<file path="config.mk">
export PLATFORM = sky130hd
export DESIGN_NAME = tbc_top
export DESIGN_NICKNAME = d
export VERILOG_FILES = /design/src/rtl/tbc_pkg.sv /design/src/rtl/tbc_prescaler.sv /design/src/rtl/tbc_top.sv
export SDC_FILE = /design/constraint.sdc
export NUM_CORES = 1
export LEC_CHECK = 0
export BUFFER_PORTS_ARGS = -buffer_cell sky130_fd_sc_hd__clkbuf_2
export CAP_MARGIN = 5
export CORE_MARGIN = 3
export CORE_UTILIZATION = 60
export DETAILED_ROUTE_END_ITERATION = 6
export GPL_TIMING_DRIVEN = 0
export PLACE_DENSITY = 0.83
export SLEW_MARGIN = 25
export SYNTH_ARGS = -nofsm -noshare
export SYNTH_HDL_FRONTEND = slang
export SYNTH_SLANG_ARGS = --single-unit
</file>
<file path="constraint.sdc">
create_clock -name clk -period 5.4 [get_ports clk]
set_input_delay 0.27 -clock clk [delete_from_list [all_inputs] [get_ports clk]]
set_output_delay 0.27 -clock clk [all_outputs]
set_load 0.05 [all_outputs]
</file>
<file path="src/rtl/tbc_pkg.sv">
// constants, register map and field layout of the timebase counter
// assumes a single 100 MHz clock and a byte-wide register port
package tbc_pkg;

    // ----------------------------------------------------------------
    // register map
    // ----------------------------------------------------------------
    localparam int         ADDR_W          = 2;
    localparam logic [1:0] OFF_COUNT       = 2'h0;
    localparam logic [1:0] OFF_CTRL        = 2'h1;
    localparam logic [1:0] OFF_IRQ_STATUS  = 2'h2;
    localparam logic [1:0] OFF_IRQ_MASK    = 2'h3;

    // ----------------------------------------------------------------
    // control/status fields
    // ----------------------------------------------------------------
    localparam int         BIT_RESERVED    = 7;
    localparam int         BIT_CASCADE     = 6;
    localparam int         BIT_OVF         = 5;
    localparam int         BIT_OVF_IE      = 4;
    localparam int         BIT_RUN         = 3;
    localparam int         SEL_MSB         = 2;
    localparam int         SEL_W           = 3;
    localparam logic [7:0] CTRL_WR_MASK    = 8'h5F;

    // ----------------------------------------------------------------
    // interrupt status layout
    // ----------------------------------------------------------------
    localparam int         IRQ_W           = 2;
    localparam int         IRQ_OVERFLOW    = 0;
    localparam int         IRQ_CASCADE     = 1;

    // ----------------------------------------------------------------
    // reset values and counts
    // ----------------------------------------------------------------
    localparam logic [7:0] COUNT_RESET     = 8'h00;
    localparam logic [7:0] CTRL_RESET      = 8'h00;
    localparam logic [7:0] COUNT_MAX       = 8'hFF;
    localparam logic [7:0] PRESCALE_RESET  = 8'h00;
    localparam logic [1:0] IRQ_RESET       = 2'h0;

    // division factor is two to the power of select plus one
    function automatic logic [7:0] tbc_div_mask(input logic [2:0] sel);
        tbc_div_mask = 8'((9'h002 << sel) - 9'h001);
    endfunction

endpackage

</file>
<file path="src/rtl/tbc_prescaler.sv">
// power-of-two prescaler for the timebase counter
// assumes run and hold come from logic on the same clock
`timescale 1ns/10ps
`default_nettype none
module tbc_prescaler
    import tbc_pkg::*;
(
    input  wire logic       clk,
    input  wire logic       rst_n,
    input  wire logic       clk_en,
    input  wire logic       run,
    input  wire logic       hold,
    input  wire logic [2:0] sel,
    output logic            tick
);

    logic [7:0] div_reg;
    logic [7:0] mask;

    assign mask = tbc_div_mask(sel);

    // ----------------------------------------------------------------
    // divider
    // ----------------------------------------------------------------
    always_ff @(posedge clk or negedge rst_n) begin
        if (!rst_n) begin
            div_reg <= PRESCALE_RESET;
        end else if (clk_en) begin
            if (!run) begin
                div_reg <= PRESCALE_RESET;
            end else if (!hold) begin
                div_reg <= div_reg + 8'h01;
            end
        end
    end

    // low bits all ones marks the last cycle of each period
    assign tick = run && !hold && ((div_reg & mask) == mask);

endmodule // tbc_prescaler
`default_nettype wire

</file>
<file path="src/rtl/tbc_top.sv">
// timebase counter with prescaler, overflow flag and interrupt logic
// assumes the register port, halt and wait inputs share clk
//
// Local design decisions: strobed register access and the placing of the registers.
`timescale 1ns/10ps
`default_nettype none
module tbc_top
    import tbc_pkg::*;
(
    input  wire logic              clk,
    input  wire logic              rst_n,
    input  wire logic              clk_en,
    input  wire logic [ADDR_W-1:0] addr,
    input  wire logic [7:0]        wr_data,
    input  wire logic              wr_en,
    input  wire logic              rd_en,
    output logic      [7:0]        rd_data,
    input  wire logic              halt_mode,
    input  wire logic              wait_mode,
    output logic                   irq,
    output logic                   wake_req,
    output logic                   cascade_en,
    output logic                   cascade_tick
);

    // ----------------------------------------------------------------
    // state
    // ----------------------------------------------------------------
    logic [7:0]       count_reg;
    logic             ovf_reg;
    logic             cas_reg;
    logic             ovf_ie_reg;
    logic             run_reg;
    logic [SEL_W-1:0] sel_reg;
    logic [IRQ_W-1:0] irq_stat_reg;
    logic [IRQ_W-1:0] irq_mask_reg;
    logic [7:0]       rd_data_reg;
    logic             irq_reg;
    logic             wake_reg;
    logic             casc_tick_reg;

    logic             tick;
    logic             step;
    logic             wrap;
    logic             wr_count;
    logic             wr_ctrl;
    logic             rd_ctrl;
    logic [7:0]       ctrl_view;
    logic [7:0]       count_next;
    logic             irq_next;

    // ----------------------------------------------------------------
    // decode
    // ----------------------------------------------------------------
    assign wr_count = wr_en && (addr == OFF_COUNT);
    assign wr_ctrl  = wr_en && (addr == OFF_CTRL);
    assign rd_ctrl  = rd_en && (addr == OFF_CTRL);

    // ----------------------------------------------------------------
    // prescaler
    // ----------------------------------------------------------------
    tbc_prescaler u_prescaler (
        .clk    (clk),
        .rst_n  (rst_n),
        .clk_en (clk_en),
        .run    (run_reg),
        .hold   (halt_mode),
        .sel    (sel_reg),
        .tick   (tick)
    );

    // ----------------------------------------------------------------
    // counter
    // ----------------------------------------------------------------
    // a software write to the count in the same cycle as a tick wins; that tick is lost
    assign step = tick && !wr_count;
    assign wrap = step && (count_reg == COUNT_MAX);

    always_comb begin
        if (wr_count) begin
            count_next = wr_data;
        end else if (step) begin
            count_next = count_reg + 8'h01;
        end else begin
            count_next = count_reg;
        end
    end

    always_ff @(posedge clk or negedge rst_n) begin
        if (!rst_n) begin
            count_reg <= COUNT_RESET;
        end else if (clk_en) begin
            count_reg <= count_next;
        end
    end

    // ----------------------------------------------------------------
    // control fields
    // ----------------------------------------------------------------
    always_ff @(posedge clk or negedge rst_n) begin
        if (!rst_n) begin
            cas_reg    <= CTRL_RESET[BIT_CASCADE];
            ovf_ie_reg <= CTRL_RESET[BIT_OVF_IE];
            run_reg    <= CTRL_RESET[BIT_RUN];
            sel_reg    <= CTRL_RESET[SEL_MSB:0];
        end else if (clk_en && wr_ctrl) begin
            cas_reg    <= wr_data[BIT_CASCADE];
            ovf_ie_reg <= wr_data[BIT_OVF_IE];
            run_reg    <= wr_data[BIT_RUN];
            sel_reg    <= wr_data[SEL_MSB:0];
        end
    end

    // ----------------------------------------------------------------
    // overflow flag
    // ----------------------------------------------------------------
    // writes never touch it; a wrap in the read cycle survives the read
    always_ff @(posedge clk or negedge rst_n) begin
        if (!rst_n) begin
            ovf_reg <= CTRL_RESET[BIT_OVF];
        end else if (clk_en) begin
            if (wrap) begin
                ovf_reg <= 1'b1;
            end else if (rd_ctrl) begin
                ovf_reg <= 1'b0;
            end
        end
    end

    always_comb begin
        ctrl_view               = CTRL_RESET & CTRL_WR_MASK;
        ctrl_view[BIT_RESERVED] = 1'b0;
        ctrl_view[BIT_CASCADE]  = cas_reg;
        ctrl_view[BIT_OVF]      = ovf_reg;
        ctrl_view[BIT_OVF_IE]   = ovf_ie_reg;
        ctrl_view[BIT_RUN]      = run_reg;
        ctrl_view[SEL_MSB:0]    = sel_reg;
    end

    // ----------------------------------------------------------------
    // interrupt status and mask
    // ----------------------------------------------------------------
    // status bits are write-one-to-clear; a new event wins over the clear
    always_ff @(posedge clk or negedge rst_n) begin
        if (!rst_n) begin
            irq_stat_reg <= IRQ_RESET;
        end else if (clk_en) begin
            for (int i = 0; i < IRQ_W; i++) begin
                if ((i == IRQ_OVERFLOW) && wrap) begin
                    irq_stat_reg[i] <= 1'b1;
                end else if ((i == IRQ_CASCADE) && wrap && cas_reg) begin
                    irq_stat_reg[i] <= 1'b1;
                end else if (wr_en && (addr == OFF_IRQ_STATUS) && wr_data[i]) begin
                    irq_stat_reg[i] <= 1'b0;
                end
            end
        end
    end

    always_ff @(posedge clk or negedge rst_n) begin
        if (!rst_n) begin
            irq_mask_reg <= IRQ_RESET;
        end else if (clk_en && wr_en && (addr == OFF_IRQ_MASK)) begin
            irq_mask_reg <= wr_data[IRQ_W-1:0];
        end
    end

    // ----------------------------------------------------------------
    // interrupt and wake outputs
    // ----------------------------------------------------------------
    assign irq_next = (ovf_reg && ovf_ie_reg) || (|(irq_stat_reg & irq_mask_reg));

    always_ff @(posedge clk or negedge rst_n) begin
        if (!rst_n) begin
            irq_reg <= 1'b0;
        end else if (clk_en) begin
            irq_reg <= irq_next;
        end
    end

    // halt only holds the prescaler while clk keeps running; wake is gated off whenever halt_mode is set
    always_ff @(posedge clk or negedge rst_n) begin
        if (!rst_n) begin
            wake_reg <= 1'b0;
        end else if (clk_en) begin
            wake_reg <= irq_next && wait_mode && !halt_mode;
        end
    end

    // ----------------------------------------------------------------
    // cascade toward the auto-reload timer
    // ----------------------------------------------------------------
    always_ff @(posedge clk or negedge rst_n) begin
        if (!rst_n) begin
            casc_tick_reg <= 1'b0;
        end else if (clk_en) begin
            casc_tick_reg <= wrap && cas_reg;
        end
    end

    // ----------------------------------------------------------------
    // read port
    // ----------------------------------------------------------------
    always_ff @(posedge clk or negedge rst_n) begin
        if (!rst_n) begin
            rd_data_reg <= 8'h00;
        end else if (clk_en) begin
            if (!rd_en) begin
                rd_data_reg <= 8'h00;
            end else if (addr == OFF_COUNT) begin
                rd_data_reg <= count_reg;
            end else if (addr == OFF_CTRL) begin
                rd_data_reg <= ctrl_view;
            end else if (addr == OFF_IRQ_STATUS) begin
                rd_data_reg <= {6'h00, irq_stat_reg};
            end else begin
                rd_data_reg <= {6'h00, irq_mask_reg};
            end
        end
    end

    assign rd_data      = rd_data_reg;
    assign irq          = irq_reg;
    assign wake_req     = wake_reg;
    assign cascade_en   = cas_reg;
    assign cascade_tick = casc_tick_reg;
endmodule // tbc_top
`default_nettype wire

</file>
After elaboration in Yosys (flattened, before gate mapping)

Index checks and enable logic that the tools add are counted.

Register bits after elaboration: 38
Bits of input ports: 17
Logic and storage cells: 71

Add/subtract/negate cells: 3
Equal/unequal tests: 6
Shift operators: 1
Multiplexer cells: 14
Bitwise operators: 2
Reduce and logical (&&, ||, !) cells: 31

Operator list:

| cell                  | number |
|---|---|
| $mux W8               | 6 |
| $logic_and A1 B1 Y1   | 17 |
| $add A8 B1 Y8 const B | 2 |
| $reduce_and A2 Y1     | 5 |
| $and A8 B8 Y8         | 1 |
| $eq A8 B8 Y1          | 1 |
| $eq A8 B8 Y1 const B  | 1 |
| $reduce_bool A2 Y1    | 4 |
| $shl A2 B3 Y8 const A | 1 |
| $sub A8 B1 Y8 const B | 1 |
| $mux W7               | 1 |
| $mux W1               | 6 |
| $eq A2 B2 Y1 const B  | 2 |
| $and A2 B2 Y2         | 1 |
| $eq A2 B1 Y1 const B  | 1 |
| $logic_not A1 Y1      | 2 |
| $logic_not A2 Y1      | 1 |
| $mux W2               | 1 |
| $ne A2 B2 Y1 const B  | 1 |
| $reduce_or A2 Y1      | 1 |
| $logic_or A1 B1 Y1    | 1 |

Longest topological paths before layout

Gate-level depths: netlist (run 1).

Depth in word-level cells: 10
Mapped depth: 6
Depth with buffers taken out: 6

Hierarchy

A second synthesis (run 1) with hierarchy kept.

Cells, all modules: 210
Area total of the unflattened synthesis: 2,092.0 sq um

By module, submodules not included:

| module        | times used | cells an instance | area each (sq um) |
|---|---|---|---|
| tbc_top       | 1          | 144               | 1,495.2 |
| tbc_prescaler | 1          | 66                | 596.8 |

Worst setup path after synthesis (run 1)

Ideal clock, no wire load.

Kind: reg2reg
From: reg sel_reg[2]
To: reg count_reg[7]
Arrival: 1.992 ns
Setup slack: 3.314 ns
Cell stages (with the launch flop): 7
Buffers on the path: 1
Period minus slack after synthesis: 2.086 ns
Cells stage by stage: dfrtp_1 o21bai_1 a21oi_1 or4_1 buf_2 or4_1 a211oi_1

Word-level cells in the longest chain between the ends: 8

Ends and longest elaborated chain:

| what                                    | line                | RTL |
|---|---|---|
| start: declaration                      | tbc_top.sv:34       | `logic [SEL_W-1:0] sel_reg;` |
| start signal: assignment                | tbc_top.sv:105      | `sel_reg <= CTRL_RESET[SEL_MSB:0];` |
| start signal: assignment                | tbc_top.sv:110      | `sel_reg <= wr_data[SEL_MSB:0];` |
| $shl A2 B3 Y8 (*)                       | tbc_pkg.sv:44       | `tbc_div_mask = 8'((9'h002 << sel) - 9'h001);` |
| $sub A8 B1 Y8 (*)                       | tbc_pkg.sv:44       |  |
| $and A8 B8 Y8                           | tbc_prescaler.sv:38 | `assign tick = run && !hold && ((div_reg & mask) == mask);` |
| $eq A8 B8 Y1 (*)                        | tbc_prescaler.sv:38 |  |
| $logic_and A1 B1 Y1 (*)                 | tbc_prescaler.sv:38 |  |
| $logic_and A1 B1 Y1 (*)                 | tbc_top.sv:76       | `assign step = tick && !wr_count;` |
| $reduce_bool A2 Y1 (no source line) (*) | n/a                 |  |
| $reduce_and A2 Y1 (no source line) (*)  | n/a                 |  |
| end signal: assignment                  | tbc_top.sv:93       | `count_reg <= count_next;` |
| end: declaration                        | tbc_top.sv:29       | `logic [7:0] count_reg;` |

Every way passes the cells marked *; elsewhere a longest branch is shown, timed or not.
A chain may end at the register's enable or synchronous reset.

Final worst setup path (run 1)

From: reg sel_reg[1]
To: reg count_reg[7]

The elaborated chain is that of the path after synthesis.

==> results of run 1 <==
==> power by group through the flow <==
stage | Clock (µW) | Combinational (µW) | Sequential, µW
final | 245 | 164 | 380
after global routing | 263 | 184 | 387
after CTS | 246 | 164 | 377
after detailed placement | 0 | 163 | 383
after global placement | 0 | 156 | 381
after floorplan | 0 | 94.7 | 395
==> layer usage <==
| metal | share of wire | up-vias | global-route usage |
|---|---|---|---|
| met4 | 0.0096 | 0 | 0.0539 |
| met5 | 0 | - | 0 |
| met1 | 0.45 | 811 | 0.368 |
| met2 | 0.45 | 95 | 0.391 |
| li1 | - | 821 | - |
| met3 | 0.089 | 5 | 0.0624 |
==> area by class of cell <==
| type | count | area share |
|---|---|---|
| sequential | 38 | 0.418 |
| clock inverter | 3 | 0.0303 |
| buffer | 8 | 0.0138 |
| tap | 44 | 0.0242 |
| timing repair buffer | 26 | 0.0572 |
| clock buffer | 5 | 0.0165 |
| inverter | 15 | 0.0248 |
| multi-input combinational | 144 | 0.415 |
==> worst max-delay path by stage <==
stage | start | endpoint | cells past startpoint
2_1_floorplan | sel_reg[2]$_DFFE_PN0P_ | count_reg[7]$_DFFE_PN0P_ | 6
3_3_place_gp | sel_reg[1]$_DFFE_PN0P_ | count_reg[7]$_DFFE_PN0P_ | 5
3_5_place_dp | sel_reg[1]$_DFFE_PN0P_ | count_reg[7]$_DFFE_PN0P_ | 5
4_1_cts | sel_reg[1]$_DFFE_PN0P_ | count_reg[7]$_DFFE_PN0P_ | 5
5_1_grt | sel_reg[1]$_DFFE_PN0P_ | count_reg[7]$_DFFE_PN0P_ | 5
6_report | sel_reg[1]$_DFFE_PN0P_ | count_reg[7]$_DFFE_PN0P_ | 5
==> logic make-up (layout without fill, tap and decap cells) <==
kind of cell               after synthesis  count (layout)  share of synthesized area
buffers and inverters                   23              57                     0.0442
AOI/OAI and AO/OA                       51              51                      0.184
and+or+nand+nor                         78              78                      0.198
muxes                                   11              11                     0.0732
xor gates and xnor gates                 2               2                    0.00884
adders and majority gates                2               2                     0.0126
DFF                                     38              38                      0.480
==> per-stage QoR <==
| stage | instances | cell area [µm²] | hold slack (ns) | setup WS (ns) | util |
|---|---|---|---|---|---|
| floorplan | 205 | 1980 | -0.0256 | 3.31 | - |
| global placement | 275 | 2170 | 0.440 | 3.13 | 0.698 |
| detailed placement | 275 | 2170 | 0.436 | 3.10 | 0.698 |
| CTS | 283 | 2270 | 0.0549 | 3.06 | 0.733 |
| global route | 283 | 2270 | 0.0733 | 2.91 | 0.733 |
| finish | 283 | 2270 | 0.0198 | 3.03 | 0.733 |
==> cell usage in the layout, fill, tap and decap left out, types with 3 or more instances in the layout <==
master,n
a21oi_1,8
a221o_1,3
a22oi_1,6
a311oi_1,3
and3_1,3
clkbuf_1,7
clkbuf_2,26
clkbuf_4,5
dfrtp_1,38
inv_1,15
mux2_2,8
nand2_1,25
nand2b_1,3
nand3_1,9
nand4_1,3
nor2_1,15
nor3_1,4
nor3b_1,3
o21ai_0,13
or4_1,4
==> flow_summary.toml, run 1 <==
[logic_synthesis]
synth_cells = 205
synthFlopType = "dfrtp_1"
yosys_warnings = 0
synth.largest_area_cell = "dfrtp_1"
syn_area_mm2 = 0.00198
synth-edff-count = 0
yosys.cell_types.count = 45
synth_seq_area_share = 0.480
ys_top_cells_by_area = "dfrtp_1, nand2_1, mux2_2"
yosys_register_bits = 38
yosysMostFrequentCell = "dfrtp_1"
async_flop_share = 1.00
avgSynthCellArea_um2 = 9.67
synth_top_area_frac = 0.480
synth.net_count = 224
synth_common_cells = "dfrtp_1, nand2_1, inv_1, nor2_1, o21ai_0"

[setup_path]
reg2reg_depth = 5
required_ns = 5.68
path_buf_inv = 0
reg2reg_to = "count_reg[7]$_DFFE_PN0P_"
slowest_stage = "or4_1"
crit_fanout = 7
slowest_delay_ns = 0.54
startpoint_type = "flop"
r2r_slack_ns = 3.03
arrival_ns = 2.64
criticalPathCategory = "reg -> reg"
end_kind = "flop"
cp_top_family = "simple AND/OR/NAND/NOR gates"
rr_startpoint = "sel_reg[1]$_DFFE_PN0P_"
crit_chain = "or3b_1, a32oi_2, nand2_1, or4_1, a211oi_1"

[power_and_ir_drop]
power_density_mw_per_mm2 = 347
switching_share = 0.322
pwr-share-seq = 0.482
switchingPower_uw = 254
clock_power_share = 0.310
internal_power_uw = 534
p_comb_frac = 0.208
ir_worst_vdd_v = 0.000169
total_power_uw = 789
leakagePower_uw = 0.000982

[cts]
clk_pin_slew_worst_paths_ns = 0.13
cts-root-buf = "clkbuf_4"
cts_hold_buf = 0
cts_setup_buffers = 0
post_cts_resized = 0
h-tree-depth = 2
clockBufferDepth = 2
cts_tree = "yes"
clock-sinks = 38
cts_buffers = 5
clock_latency_ns = 0.36

[cells_and_area]
seq_area_um2 = 951
multi_input_area_um2 = 943
drive_gt1_frac = 0.201
final_nets = 257
nFillCells = 263
area_growth_pct = 14.7
antennaDiodeCount = 0

[route]
ant_nets = 0
dr.first_iter.drc_count = 167
first_pass_iters = 5
routedWlPerCell_um = 16.3
remaining_drc_errors = 0
via_per_inst = 6.12
wl_um = 4600
dr_total_vias = 1732

[timing]
period_minus_slack_ns = 2.37
relSlewSlack = 0.391
rsz0062_at_grt = "no"
setup_viol = 0
finClkSkew_ns = 0.0142
hold_violations = 0
clock.fmax_mhz = 423
max_slew.worst_pin.slew_ns = 0.913
maxSlewViolCount = 0
tns_ns = 0
period_share = 0.438

[grt]
grt_max_degree = 39
grt_pass1_vias = 1696
grt_overflow_total = 0
grt_pass1_wl_um = 8080
grt_usage = 0.255
grt_antenna_before_repair = 0

[placed_design]
place_hpwl_um = 3260
gp_congestion = 0.863
portBuffers = 26

[floorplan]
start_util = 0.639
rows = 20
die_width_um = 63.5
fp.dieH_um = 63.5
pin_count = 29
die_area_mm2 = 0.00403
core_mm2 = 0.00310

[run_status]
status = "finished clean"

[flow_run]
cap_violations = 0

[min_path]
hold_path.class = "in -> async"
Note: power is estimated with default switching activity, not from simulation.
==> run 2, diff against run 1 <==
--- a/config.mk
+++ b/config.mk
@@ -8,10 +8,10 @@
 export BUFFER_PORTS_ARGS = -buffer_cell sky130_fd_sc_hd__clkbuf_2
 export CAP_MARGIN = 5
 export CORE_MARGIN = 3
-export CORE_UTILIZATION = 60
+export CORE_UTILIZATION = 56
 export DETAILED_ROUTE_END_ITERATION = 6
 export GPL_TIMING_DRIVEN = 0
-export PLACE_DENSITY = 0.83
+export PLACE_DENSITY = 0.78
 export SLEW_MARGIN = 25
 export SYNTH_ARGS = -nofsm -noshare
 export SYNTH_HDL_FRONTEND = slang
==> constraint.sdc (replaced) <==
create_clock -name clk -period 2.2 [get_ports clk]
set_input_delay 0.11 -clock clk [delete_from_list [all_inputs] [get_ports clk]]
set_output_delay 0.11 -clock clk [all_outputs]
set_load 0.05 [all_outputs]
==> flow_summary.toml, run 2 (synthesized netlist as in run 1, its figures left out) <==
[run_status]
status = "finished clean"

[route]
dr.first_iter.drc_count = 127
met3_wirelength_um = 425
routedWlPerCell_um = 16.9
wl_met1_um = 2000
first_pass_iters = 4
wl_um = 4940
highest_layer = "met4"
remaining_drc_errors = 0
via_per_inst = 6.31
wl_met2_um = 2400
ant_nets = 0
dr_total_vias = 1843

[setup_path]
crit_chain = "o21bai_4, a21oi_2, or4_1, buf_6, nor3_2, a22oi_1"
reg2reg_to = "count_reg[4]$_DFFE_PN0P_"
criticalPathCategory = "reg -> reg"
crit_fanout = 8
rr_startpoint = "sel_reg[2]$_DFFE_PN0P_"
startpoint_type = "flop"
slowest_delay_ns = 0.50
arrival_ns = 2.34
cp_top_family = "simple AND/OR/NAND/NOR gates"
end_kind = "flop"
path_buf_inv = 1
required_ns = 2.40
r2r_slack_ns = 0.06
reg2reg_depth = 6
slowest_stage = "nor3_2"

[min_path]
min_from = "wr_data[2]"
hold_path.class = "in -> reg"
holdPathEnd = "sel_reg[2]$_DFFE_PN0P_"
whs_path_depth = 2

[cells_and_area]
seq_area_um2 = 956
nFillCells = 259
final_nets = 266
drive_gt1_frac = 0.242
multi_input_area_um2 = 983
area_growth_pct = 19.0
layout_common_cells = "dfrtp_1, clkbuf_2, nand2_1, inv_1, nor2_1"
instances_no_fill = 292
antennaDiodeCount = 0
layout_commonest_cell = "dfrtp_1"

[timing]
finClkSkew_ns = 0.0159
period_minus_slack_ns = 2.14
hold_slack_ns = 0.0207
setup_viol = 0
maxSlewViolCount = 0
period_share = 0.972
relSlewSlack = 0.449
setup_ws_ns = 0.0613
max_slew.worst_pin.slew_ns = 0.826
clock.fmax_mhz = 468
hold_violations = 0

[placed_design]
gp_congestion = 0.869
place_hpwl_um = 3510
portBuffers = 26
dpl_worst_slack_ns = -0.117
dp_cells = 275

[cts]
cts_tree = "yes"
clk_pin_slew_worst_paths_ns = 0.11
clock_latency_ns = 0.35
clock-sinks = 38
cts-root-buf = "clkbuf_4"
h-tree-depth = 2
cts_buffers = 5
clockBufferDepth = 2

[floorplan]
start_util = 0.619
die_width_um = 65.5
rows = 20
core_mm2 = 0.00320
fp.dieH_um = 65.5
die_area_mm2 = 0.00429
pin_count = 29

[grt]
grt_antenna_before_repair = 0
grt_usage = 0.255
grt_overflow_total = 0
grt_pass1_vias = 1705
grt_pass1_wl_um = 8190
grt_max_degree = 39

[power_and_ir_drop]
p_comb_frac = 0.262
leakagePower_uw = 0.00101
clock_power_share = 0.210
switchingPower_uw = 630
ir_worst_vdd_v = 0.000455
switching_share = 0.352
power_density_mw_per_mm2 = 758
pwr-share-seq = 0.528
internal_power_uw = 1160

[flow_run]
cap_violations = 0
[run 2: changes by cell type in the layout (fill, tap and decap cells not counted), moves of 2 or more]
cell,change
buf_4,+4
bufinv_16,-2
dlygate4sd3_1,+5
dfrtp_2,+4
dfrtp_1,-4
[run 2: worst max path at each step]
stage	startpoint	endpoint	slack, ns	cells after the start
after floorplan	sel_reg[2]$_DFFE_PN0P_	count_reg[7]$_DFFE_PN0P_	0.11	6
after global placement	sel_reg[1]$_DFFE_PN0P_	count_reg[7]$_DFFE_PN0P_	-0.10	5
after detailed placement	sel_reg[1]$_DFFE_PN0P_	count_reg[7]$_DFFE_PN0P_	-0.12	5
after CTS	sel_reg[1]$_DFFE_PN0P_	count_reg[7]$_DFFE_PN0P_	0.06	5
after global routing	sel_reg[2]$_DFFE_PN0P_	count_reg[7]$_DFFE_PN0P_	-0.006	6
final	sel_reg[2]$_DFFE_PN0P_	count_reg[4]$_DFFE_PN0P_	0.06	6
[run 2: through the flow]
step | TNS (ns) | total power [µW] | utilization | cell area (µm²)
2_1_floorplan | 0 | 1200 | - | 1980
3_3_place_gp | -0.151 | 1320 | 0.677 | 2170
3_5_place_dp | -0.425 | 1350 | 0.677 | 2170
4_1_cts | 0 | 1770 | 0.728 | 2330
5_1_grt | -0.00640 | 1900 | 0.736 | 2360
6_report | 0 | 1790 | 0.736 | 2360
[run 2: per-layer routing]
metal,global-route usage,up-vias
met3,0.0547,15
met1,0.343,881
li1,-,839
met4,0.0984,0
met2,0.402,108
met5,0,-
[run 2: timing repair]
action	4_1_cts	5_1_grt
setup endpoints to repair	9	9
buffers inserted	4	0
endpoints found under the hold margin	43	0
hold buffers	5	0
pin swaps	3	2
gates resized for setup	5	7
[run 2: final cells by class]
class / count / share of cell area
Clock buffer: 7 / 0.0233
Multi-Input combinational cell: 144 / 0.417
Tap cell: 44 / 0.0233
Inverter: 15 / 0.0239
Buffer: 8 / 0.0159
Clock inverter: 1 / 0.00212
Timing Repair Buffer: 35 / 0.0891
Sequential cell: 38 / 0.405
[run 2: power groups by stage]
stage / clock network, µW / registers (µW) / logic, µW
2_1_floorplan: 0 / 969 / 232
3_3_place_gp: 0 / 934 / 384
3_5_place_dp: 0 / 944 / 401
4_1_cts: 386 / 928 / 451
5_1_grt: 431 / 961 / 512
6_report: 375 / 945 / 469
